### src/prio_map.svh
// Register map, field layout and reset constants for the priority bank
// Function
// (RL1) Field value is binary level, 111 highest
// (RL2) Field 000 disables its source entirely
// (RL3) Fields read/write, reset to binary 100
// (RL4) Bits 15,11,7,3 read zero, ignore writes
// (RL5) First register: uart rx, spi1 event/error, timer3
// (RL6) Second register: timer4, compare4, compare3, dma2
// (RL7) Third register: can event/rx, spi2 event/error
// (RL8) Software programs equal nonzero levels for flat
// (RL9) Writes touch only field bits, no side effect
`ifndef PRIO_MAP_SVH
`define PRIO_MAP_SVH
`define ADDR_SERIAL_TIMER3 12'h000
`define ADDR_TIMER4_COMPARE_DMA 12'h004
`define ADDR_CAN_SPI2 12'h008
`define ADDR_SELECT 12'h00c
`define FIELD_RESET 3'h4
`define FIELD_OFF 3'h0
`define IMPL_MASK 16'h7777
`define REG_RESET 16'h4444
`define NUM_REGS 3
`define NUM_SRC 12
`endif

### src/prio_pkg.sv
// Types shared by the priority bank files
package prio_pkg;
    typedef logic [2:0] level_t;
    typedef logic [15:0] prio_word_t;
    typedef enum logic [2:0] {
        ST_IDLE = 3'b001,
        ST_SETUP = 3'b010,
        ST_ACCESS = 3'b100
    } apb_state_t;
endpackage

### src/prio_bank.sv
// APB register bank holding three interrupt priority registers
//
// Local design decisions: the register addresses and the APB register port.
`timescale 1ns/1ns
`include "prio_map.svh"
module prio_bank
    import prio_pkg::*;
(
    // APB clock and reset
    input wire logic pclk,
    input wire logic presetn,
    // APB slave
    input wire logic psel,
    input wire logic penable,
    input wire logic pwrite,
    input wire logic [11:0] paddr,
    input wire logic [31:0] pwdata,
    input wire logic [3:0] pstrb,
    output logic [31:0] prdata,
    output logic pready,
    output logic pslverr,
    // Pending requests from sources, asynchronous to this block
    input wire logic [11:0] src_pending,
    // Field values for the selection logic
    output logic [2:0] uart_one_rx_priority,
    output logic [2:0] spi_one_event_priority,
    output logic [2:0] spi_one_error_priority,
    output logic [2:0] timer_three_priority,
    output logic [2:0] timer_four_priority,
    output logic [2:0] compare_four_priority,
    output logic [2:0] compare_three_priority,
    output logic [2:0] dma_two_done_priority,
    output logic [2:0] can_event_priority,
    output logic [2:0] can_rx_ready_priority,
    output logic [2:0] spi_two_event_priority,
    output logic [2:0] spi_two_error_priority,
    // Selected source
    output logic irq_valid,
    output logic [3:0] irq_id,
    output logic [2:0] irq_level
);
    prio_word_t priority_ctrl_serial_timer3; // First register
    prio_word_t priority_ctrl_timer4_compare_dma; // Second register
    prio_word_t priority_ctrl_can_spi2; // Third register
    logic [11:0] pend_meta; // First sync stage, read only by stage two
    logic [11:0] pend_sync; // Synchronised pending
    logic [35:0] levels; // All fields packed, source 0 lowest
    logic [15:0] next_word; // Merged write value
    logic wr_en; // Write strobe this cycle
    logic rd_en; // Read strobe this cycle
    apb_state_t state; // Tracks bus phase; read by no other logic

    // Map an address to a register index; 3 means unmapped
    function automatic logic [1:0] reg_index(input logic [11:0] a);
        case (a)
            `ADDR_SERIAL_TIMER3: reg_index = 2'd0;
            `ADDR_TIMER4_COMPARE_DMA: reg_index = 2'd1;
            `ADDR_CAN_SPI2: reg_index = 2'd2;
            default: reg_index = 2'd3;
        endcase
    endfunction

    // Merge write data by byte lane and keep only field bits
    function automatic prio_word_t merge(input prio_word_t old, input logic [31:0] d,
                                         input logic [3:0] s);
        prio_word_t m;
        m = old;
        if (s[0]) begin
            m[7:0] = d[7:0];
        end
        if (s[1]) begin
            m[15:8] = d[15:8];
        end
        merge = m & `IMPL_MASK; // see RL4, RL9
    endfunction

    // Zero-wait slave: every access completes in its first access cycle
    assign pready = 1'b1;
    assign wr_en = psel && penable && pwrite;
    assign rd_en = psel && !penable && !pwrite;
    // Unmapped registers answer with an error rather than silently
    assign pslverr = psel && penable && reg_index(paddr) == 2'd3 &&
                     paddr != `ADDR_SELECT;

    // Write data merged for whichever register is addressed
    always_comb begin
        case (reg_index(paddr))
            2'd0: next_word = merge(priority_ctrl_serial_timer3, pwdata, pstrb);
            2'd1: next_word = merge(priority_ctrl_timer4_compare_dma, pwdata, pstrb);
            2'd2: next_word = merge(priority_ctrl_can_spi2, pwdata, pstrb);
            default: next_word = 16'h0000;
        endcase
    end

    // First register: uart rx, spi1 event, spi1 error, timer3
    always_ff @(posedge pclk or negedge presetn) begin
        if (!presetn) begin
            priority_ctrl_serial_timer3 <= `REG_RESET; // see RL3
        end else if (wr_en && reg_index(paddr) == 2'd0) begin
            priority_ctrl_serial_timer3 <= next_word; // see RL3, RL9
        end
    end

    // Second register: timer4, compare4, compare3, dma2
    always_ff @(posedge pclk or negedge presetn) begin
        if (!presetn) begin
            priority_ctrl_timer4_compare_dma <= `REG_RESET; // see RL3
        end else if (wr_en && reg_index(paddr) == 2'd1) begin
            priority_ctrl_timer4_compare_dma <= next_word; // see RL9
        end
    end

    // Third register: can event, can rx, spi2 event, spi2 error
    always_ff @(posedge pclk or negedge presetn) begin
        if (!presetn) begin
            priority_ctrl_can_spi2 <= `REG_RESET; // see RL3
        end else if (wr_en && reg_index(paddr) == 2'd2) begin
            priority_ctrl_can_spi2 <= next_word; // see RL9
        end
    end

    // Bus phase tracker; the read capture and all other logic ignore it
    always_ff @(posedge pclk or negedge presetn) begin
        if (!presetn) begin
            state <= ST_IDLE;
        end else begin
            case (state)
                ST_IDLE: begin
                    if (psel) begin
                        state <= ST_SETUP;
                    end
                end
                ST_SETUP: begin
                    state <= ST_ACCESS;
                end
                ST_ACCESS: begin
                    // Back-to-back transfers go straight to a new setup
                    state <= psel ? ST_SETUP : ST_IDLE;
                end
                default: begin
                    state <= ST_IDLE;
                end
            endcase
        end
    end

    // Read data captured in the setup cycle so it stands registered
    always_ff @(posedge pclk or negedge presetn) begin
        if (!presetn) begin
            prdata <= 32'h0000_0000;
        end else if (rd_en) begin
            case (reg_index(paddr))
                // Unimplemented bits held zero, so reads show zero
                2'd0: prdata <= {16'h0000, priority_ctrl_serial_timer3}; // see RL4
                2'd1: prdata <= {16'h0000, priority_ctrl_timer4_compare_dma};
                2'd2: prdata <= {16'h0000, priority_ctrl_can_spi2};
                default: begin
                    // Selection status; anything else reads zero
                    if (paddr == `ADDR_SELECT) begin
                        prdata <= {24'h0, irq_valid, irq_level, irq_id};
                    end else begin
                        prdata <= 32'h0000_0000;
                    end
                end
            endcase
        end
    end

    // Two-flop synchroniser for the asynchronous pending lines
    always_ff @(posedge pclk or negedge presetn) begin
        if (!presetn) begin
            pend_meta <= 12'h000;
            pend_sync <= 12'h000;
        end else begin
            pend_meta <= src_pending;
            pend_sync <= pend_meta;
        end
    end

    // Field placement per register
    assign uart_one_rx_priority = priority_ctrl_serial_timer3[14:12]; // see RL5
    assign spi_one_event_priority = priority_ctrl_serial_timer3[10:8]; // see RL5
    assign spi_one_error_priority = priority_ctrl_serial_timer3[6:4]; // see RL5
    assign timer_three_priority = priority_ctrl_serial_timer3[2:0]; // see RL5
    assign timer_four_priority = priority_ctrl_timer4_compare_dma[14:12]; // see RL6
    assign compare_four_priority = priority_ctrl_timer4_compare_dma[10:8]; // see RL6
    assign compare_three_priority = priority_ctrl_timer4_compare_dma[6:4]; // see RL6
    assign dma_two_done_priority = priority_ctrl_timer4_compare_dma[2:0]; // see RL6
    assign can_event_priority = priority_ctrl_can_spi2[14:12]; // see RL7
    assign can_rx_ready_priority = priority_ctrl_can_spi2[10:8]; // see RL7
    assign spi_two_event_priority = priority_ctrl_can_spi2[6:4]; // see RL7
    assign spi_two_error_priority = priority_ctrl_can_spi2[2:0]; // see RL7

    // Source order for the selector: index 0 is uart rx, 11 is spi2 error
    assign levels = {spi_two_error_priority, spi_two_event_priority,
                     can_rx_ready_priority, can_event_priority,
                     dma_two_done_priority, compare_three_priority,
                     compare_four_priority, timer_four_priority,
                     timer_three_priority, spi_one_error_priority,
                     spi_one_event_priority, uart_one_rx_priority};

    // Priority selection; disabled fields never win
    prio_select u_select (
        .pclk(pclk),
        .presetn(presetn),
        .levels(levels),
        .pending(pend_sync),
        .win_valid(irq_valid),
        .win_id(irq_id),
        .win_level(irq_level)
    );
endmodule

### src/prio_select.sv
// Picks the highest enabled pending source from the priority fields
`timescale 1ns/1ns
`include "prio_map.svh"
module prio_select
    import prio_pkg::*;
(
    // Clock and reset
    input wire logic pclk,
    input wire logic presetn,
    // Field levels and pending requests
    input wire logic [35:0] levels,
    input wire logic [11:0] pending,
    // Winner
    output logic win_valid,
    output logic [3:0] win_id,
    output level_t win_level
);
    level_t best_level; // Running best level
    logic [3:0] best_id; // Running best index
    logic best_found; // Any enabled pending source

    // Scan sources; lower index wins ties
    always_comb begin
        best_level = `FIELD_OFF;
        best_id = 4'h0;
        best_found = 1'b0;
        for (int i = 0; i < `NUM_SRC; i++) begin
            // Level 000 never qualifies, higher binary beats lower
            if (pending[i] && levels[i*3 +: 3] != `FIELD_OFF &&
                levels[i*3 +: 3] > best_level) begin // see RL1, RL2
                best_level = levels[i*3 +: 3];
                best_id = 4'(i);
                best_found = 1'b1;
            end
        end
    end

    // Register the winner so data outputs come from flip-flops
    always_ff @(posedge pclk or negedge presetn) begin
        if (!presetn) begin
            win_valid <= 1'b0;
            win_id <= 4'h0;
            win_level <= 3'h0;
        end else begin
            win_valid <= best_found;
            win_id <= best_id;
            win_level <= best_level;
        end
    end
endmodule

### config.mk
export PLATFORM = sky130hd
export DESIGN_NAME = prio_bank
export DESIGN_NICKNAME = d
export VERILOG_FILES = /design/src/prio_pkg.sv /design/src/prio_bank.sv /design/src/prio_select.sv
export VERILOG_INCLUDE_DIRS = /design/src
export SDC_FILE = /design/constraint.sdc
export NUM_CORES = 1
export LEC_CHECK = 0
export BUFFER_PORTS_ARGS = -buffer_cell sky130_fd_sc_hd__buf_2
export CORE_MARGIN = 4
export CORE_UTILIZATION = 30
export CTS_BUF_LIST = sky130_fd_sc_hd__clkbuf_8
export DETAILED_ROUTE_END_ITERATION = 16
export GPL_TIMING_DRIVEN = 0
export HOLD_SLACK_MARGIN = 0.06
export MAX_ROUTING_LAYER = met4
export PLACE_DENSITY = 0.6
export SYNTH_ARGS = -nofsm -noshare
export SYNTH_HDL_FRONTEND = slang
export SYNTH_SLANG_ARGS = --single-unit
### constraint.sdc
create_clock -name pclk -period 16.35 [get_ports pclk]
set_clock_uncertainty 0.05 [all_clocks]
set_input_delay 3.27 -clock pclk [delete_from_list [all_inputs] [get_ports pclk]]
set_output_delay 3.27 -clock pclk [all_outputs]
set_load 0.02 [all_outputs]
==> metrics.txt, run 1 <==
Post-synth EDFFs=0; largest net degree at the start of global routing=70; Hold Crit Class=reg2reg; CTS tree=built; Max Cap Viol=0; Switching Fraction=28.2%; Unique masters post-synth=74; DP Worst Slack=-0.000890 ns; Peak Freq=0.0657 GHz; routability cong.=0.914; Fillers=1644; clk root buf=clkbuf_8; warning count from the yosys run=0; Pleak=2.91 nW; final hold slack=0.293 ns; std cell rows=46; Placed Area=5890 um2; Final ANT Viol Nets=0; GRT Overall Usage=17.2%; clock sink count=82; Area growth syn-to-layout=24.4%; Yosys top cell area share=35.1%; top cells by area, synth=dfrtp_1, dfstp_2, nand2_1; Synth Register Bits=82; share of cells above drive strength 1=29.6%; Crit-path slowest cell=dfstp_2; Final min period=15.22 ns; Crit path required time=16.52 ns; Inserted Clock Buffers=9; CTS max path bufs=2; drc violations=0; Power Dens Cells=69.1 nW/um2; placed cell count=889; Comb pwr share=15.3%; post-synthesis instance area=4990 um2; vias=4676; Final Hold Fails=0; clock network power share=35.5%; Max-slew headroom=43.6%; status=complete, no violations; post-synthesis sequential area ratio=41.4%; H-tree lvl count=3; Nets=772; post-route cell area=6210 um2; Post-synth top flop=dfrtp_1; Setup crit end kind=flop; antenna violations before repair=0; CP peak stage delay=0.59 ns; Final WS setup=1.13 ns; Worst Path Arrival=15.39 ns; Antenna diodes=0; Commonest cells post-synth=nand2_1, dfrtp_1, nor2_1; CP max FO=10; Power Total=429 uW; dpl hpwl=12.4 mm; critical path type=reg2reg; die height=137 um; I/O pins=143; Reg power frac=49.3%; final setup fails=0; # port buffers=101; startpoint types=flop; Synth area leader=dfrtp_1; CTS Hold Bufs=0; die extent in x=137 um; final cell count without fillers=911; die area=18800 um2; final period utilization=93.1%; Internal=308 uW; first-pass GRT wire length=24.1 mm; clk_lat worst skew=0.38 ns; TritonRoute pass-1 iters=6; core area=16100 um2; most frequent CP cell=ha_1; Switching Power=121 uW; initial DRC count=297; vias in the first global route=4431; Post-synth ARST share=100%; Initial Util=31.0%; Syn Inst Count=552; Slew @ Worst Pin=0.840 ns; most common cell in the netlist=nand2_1; routed len/inst=17.1 um; WL final=15.6 mm; Worst-path clk slew=0.09 ns; grt ovf=0; peak supply drop=34.2 uV; vias per cell=5.13; Syn Area/Cell=9.04 um2; Final Max Tran Viols=0
==> routing by layer <==
| metal | GRT usage [%] | up-vias | share of wire, % |
|---|---|---|---|
| li1 | - | 2235 | - |
| met1 | 22.4 | 2244 | 44 |
| met2 | 26.6 | 182 | 46 |
| met3 | 5.15 | 15 | 8.7 |
| met4 | 3.88 | 0 | 1.2 |
| met5 | - | - | 0 |
==> worst paths after layout <==
path,from,to,slack [ns],cells after the start
setup / recovery,priority_ctrl_serial_timer3[14],u_select.win_valid,1.13,71
hold / removal,pend_meta[4],pend_sync[4],0.29,0
setup reg to reg,priority_ctrl_serial_timer3[14],u_select.win_valid,1.13,71
hold reg to reg,pend_meta[4],pend_sync[4],0.29,0
max in group asynchronous,presetn,priority_ctrl_can_spi2[6],12.89,2
min in group asynchronous,presetn,pend_meta[3],2.69,1
==> sequential cells by signal (all words and copies together) (netlist names) <==
signal / cells
pend_sync: 12
prdata: 14
u_select.win_level: 3
pend_meta: 12
u_select.win_id: 4
priority_ctrl_timer4_compare_dma: 12
priority_ctrl_serial_timer3: 12
priority_ctrl_can_spi2: 12
u_select.win_valid: 1
==> kinds of logic after synthesis <==
logic type / Yosys count / synth area share [%]
multiplexers: 33 / 7.52
AO/OA/AOI/OAI: 150 / 21.1
buffers and inverters: 65 / 6.49
adder cells (fa/ha/maj): 20 / 4.89
flip-flops: 82 / 41.4
AND/OR/NAND/NOR: 200 / 18.5
other: 2 / 0.150
==> repair_timing <==
| item | 4_1_cts | 5_1_grt |
|---|---|---|
| gates resized for setup | 1 | 14 |
| setup buffers | 0 | 6 |
| setup endpoints to repair | 3 | 8 |
| pin swaps | 0 | 3 |
==> critical path: cells and delay by family, from the launching register on <==
kind	cells	cell delay, ns
compound gates	26	4.90
buf+inv	5	0.55
fa+ha+maj	14	4.12
mux	5	1.61
simple gates	21	3.21
flops	1	0.59
==> power groups by stage <==
stage / Sequential (mW) / Combinational [mW] / Clock [mW]
after floorplan: 0.218 / 0.0374 / 0
after CTS: 0.211 / 0.0624 / 0.157
final: 0.211 / 0.0656 / 0.152
after detailed placement: 0.215 / 0.0621 / 0
after global routing: 0.212 / 0.0728 / 0.165
after global placement: 0.215 / 0.0606 / 0
==> cell type report <==
cell class                 count  area, um2  share of cell area (%)
tap                          216        270                    4.35
inverter                      24       90.1                    1.45
clock buffer                  10        138                    2.22
clock inverter                 6       58.8                   0.947
timing repair buffer         110        596                    9.59
buffer                        41        234                    3.77
multi-input combinational    422       2760                    44.4
sequential                    82       2070                    33.3
==> metrics by stage <==
step | util (%) | TNS, ns
final | 38.5 | 0
after detailed placement | 36.5 | -0.000890
after global routing | 38.5 | -0.0613
after global placement | 36.2 | 0
after floorplan | - | 0
after CTS | 37.8 | 0
==> layout by cell type, fill, tap and decap left out, types with 6 or more instances in the layout <==
| cell type | n |
|---|---|
| buf_2 | 101 |
| nand2_1 | 80 |
| dfrtp_1 | 70 |
| nor2_1 | 49 |
| buf_4 | 28 |
| inv_1 | 26 |
| o21ai_0 | 26 |
| a21oi_1 | 23 |
| mux2_2 | 21 |
| clkbuf_1 | 19 |
| conb_1 | 19 |
| ha_1 | 17 |
| a211oi_1 | 15 |
| nand3_1 | 12 |
| dfstp_2 | 12 |
| and2_1 | 10 |
| nor2b_1 | 10 |
| o31ai_1 | 10 |
| clkbuf_8 | 10 |
| mux2i_1 | 9 |
| a31oi_1 | 8 |
| nor3_1 | 8 |
| and3_1 | 7 |
| a21o_1 | 6 |
| o41ai_1 | 6 |
No activity file was read; power rests on OpenSTA's default activity.
==> run 2: changes to the inputs <==
MAX_ROUTING_LAYER = unset   (was met4)
==> metrics.txt, run 2 (synthesized netlist as in run 1, its figures left out) <==
die area=18800 um2; I/O pins=143; die extent in x=137 um; Initial Util=31.0%; H-tree lvl count=3; share of cells above drive strength 1=29.6%; Slew @ Worst Pin=0.873 ns; Switching Fraction=28.1%; Worst-path clk slew=0.09 ns; CTS tree=built; Max Cap Viol=0; Comb pwr share=15.3%; instance count on the critical path=71; Reg area=2070 um2; Power Dens Cells=69.0 nW/um2; CP peak stage delay=0.59 ns; clk root buf=clkbuf_8; Placed Area=5890 um2; Worst Path Arrival=15.40 ns; drc violations=0; reg2reg setup slack=1.11 ns; Hold Crit Class=reg2reg; commonest non-fill, non-tap cell in the layout=buf_2; status=complete, no violations; Crit path required time=16.51 ns; Fillers=1644; commonest non-fill, non-tap cells in the layout=buf_2, nand2_1, dfrtp_1; CTS Hold Bufs=0; largest net degree at the start of global routing=70; clk_lat worst skew=0.38 ns; Antenna diodes=0; Power Total=428 uW; die height=137 um; critical path type=reg2reg; Crit path max-delay family=compound AO/OA/AOI/OAI gates; routability cong.=0.899; Internal=308 uW; Peak Freq=0.0656 GHz; Crit-path slowest cell=dfstp_2; vias per cell=5.09; clock sink count=82; most frequent CP cell=ha_1; Switching Power=120 uW; first-pass GRT wire length=24.1 mm; post-route cell area=6210 um2; CTS max path bufs=2; # port buffers=101; core area=16100 um2; GRT Overall Usage=16.8%; Pleak=2.91 nW; vias=4637; peak supply drop=33.6 uV; vias in the first global route=4425; Final Util=38.5%; Max-slew headroom=41.3%; max reg flops=14; dpl hpwl=12.4 mm; Final Hold Fails=0; most flop-heavy register=prdata; WP buf/inv=5; grt ovf=0; Reg power frac=49.3%; Setup crit end kind=flop; routed len/inst=17.1 um; Hold Path Depth=0; final period utilization=93.2%; final setup fails=0; antenna violations before repair=0; clock network power share=35.4%; TritonRoute pass-1 iters=5; WL final=15.5 mm; CP max FO=10; r2r worst-path depth=71; initial DRC count=350; Final ANT Viol Nets=0; Nets=772; Area growth syn-to-layout=24.4%; area of the multi-input gates=2760 um2; Inserted Clock Buffers=9; Final min period=15.24 ns; std cell rows=46; Final Max Tran Viols=0; startpoint types=flop
[run 2: metrics by stage]
step	setup TNS [ns]	std cells	setup slack (ns)	hold WS, ns
floorplan	0	569	1.68	0.281
global placement	0	886	0.150	0.282
detailed placement	-0.000890	889	-0.000890	0.285
CTS	0	905	0.197	0.297
global route	-0.0613	911	-0.0430	0.306
finish	0	911	1.11	0.293
[run 2: area by class of cell]
cell class / instances / area share, %
Clock buffer: 10 / 2.22
Multi-Input combinational cell: 422 / 44.4
Tap cell: 216 / 4.35
Timing Repair Buffer: 110 / 9.59
Sequential cell: 82 / 33.3
Buffer: 41 / 3.77
Clock inverter: 6 / 0.947
Inverter: 24 / 1.45
[run 2: what timing repair did]
item / CTS / global route
setup buffers: 0 / 6
pin swaps: 0 / 3
cloned: 0 / 0
gates resized for setup: 1 / 14
setup endpoints to repair: 3 / 8
[run 2: metal layers]
metal	vias up	routed length (um)	GRT usage (%)	share of wire (%)
met5	-	0	0	0
met4	0	211	3.88	1.4
met3	17	1370	5.29	8.8
met2	168	7130	26.5	46
met1	2221	6840	22.5	44
li1	2231	-	-	-
[run 2: path summary, 6_finish.rpt]
path / to / from
setup reg to reg: u_select.win_valid / priority_ctrl_serial_timer3[14]
hold / removal: pend_sync[4] / pend_meta[4]
setup / recovery: u_select.win_valid / priority_ctrl_serial_timer3[14]
min in group asynchronous: pend_meta[3] / presetn
hold reg to reg: pend_sync[4] / pend_meta[4]
max in group asynchronous: priority_ctrl_serial_timer3[10] / presetn
[run 2: power groups by stage]
stage | Combinational [mW] | Sequential (mW) | Clock, mW
after CTS | 0.0624 | 0.211 | 0.157
after global placement | 0.0606 | 0.215 | 0
after global routing | 0.0729 | 0.212 | 0.165
final | 0.0654 | 0.211 | 0.152
after floorplan | 0.0374 | 0.218 | 0
after detailed placement | 0.0621 | 0.215 | 0
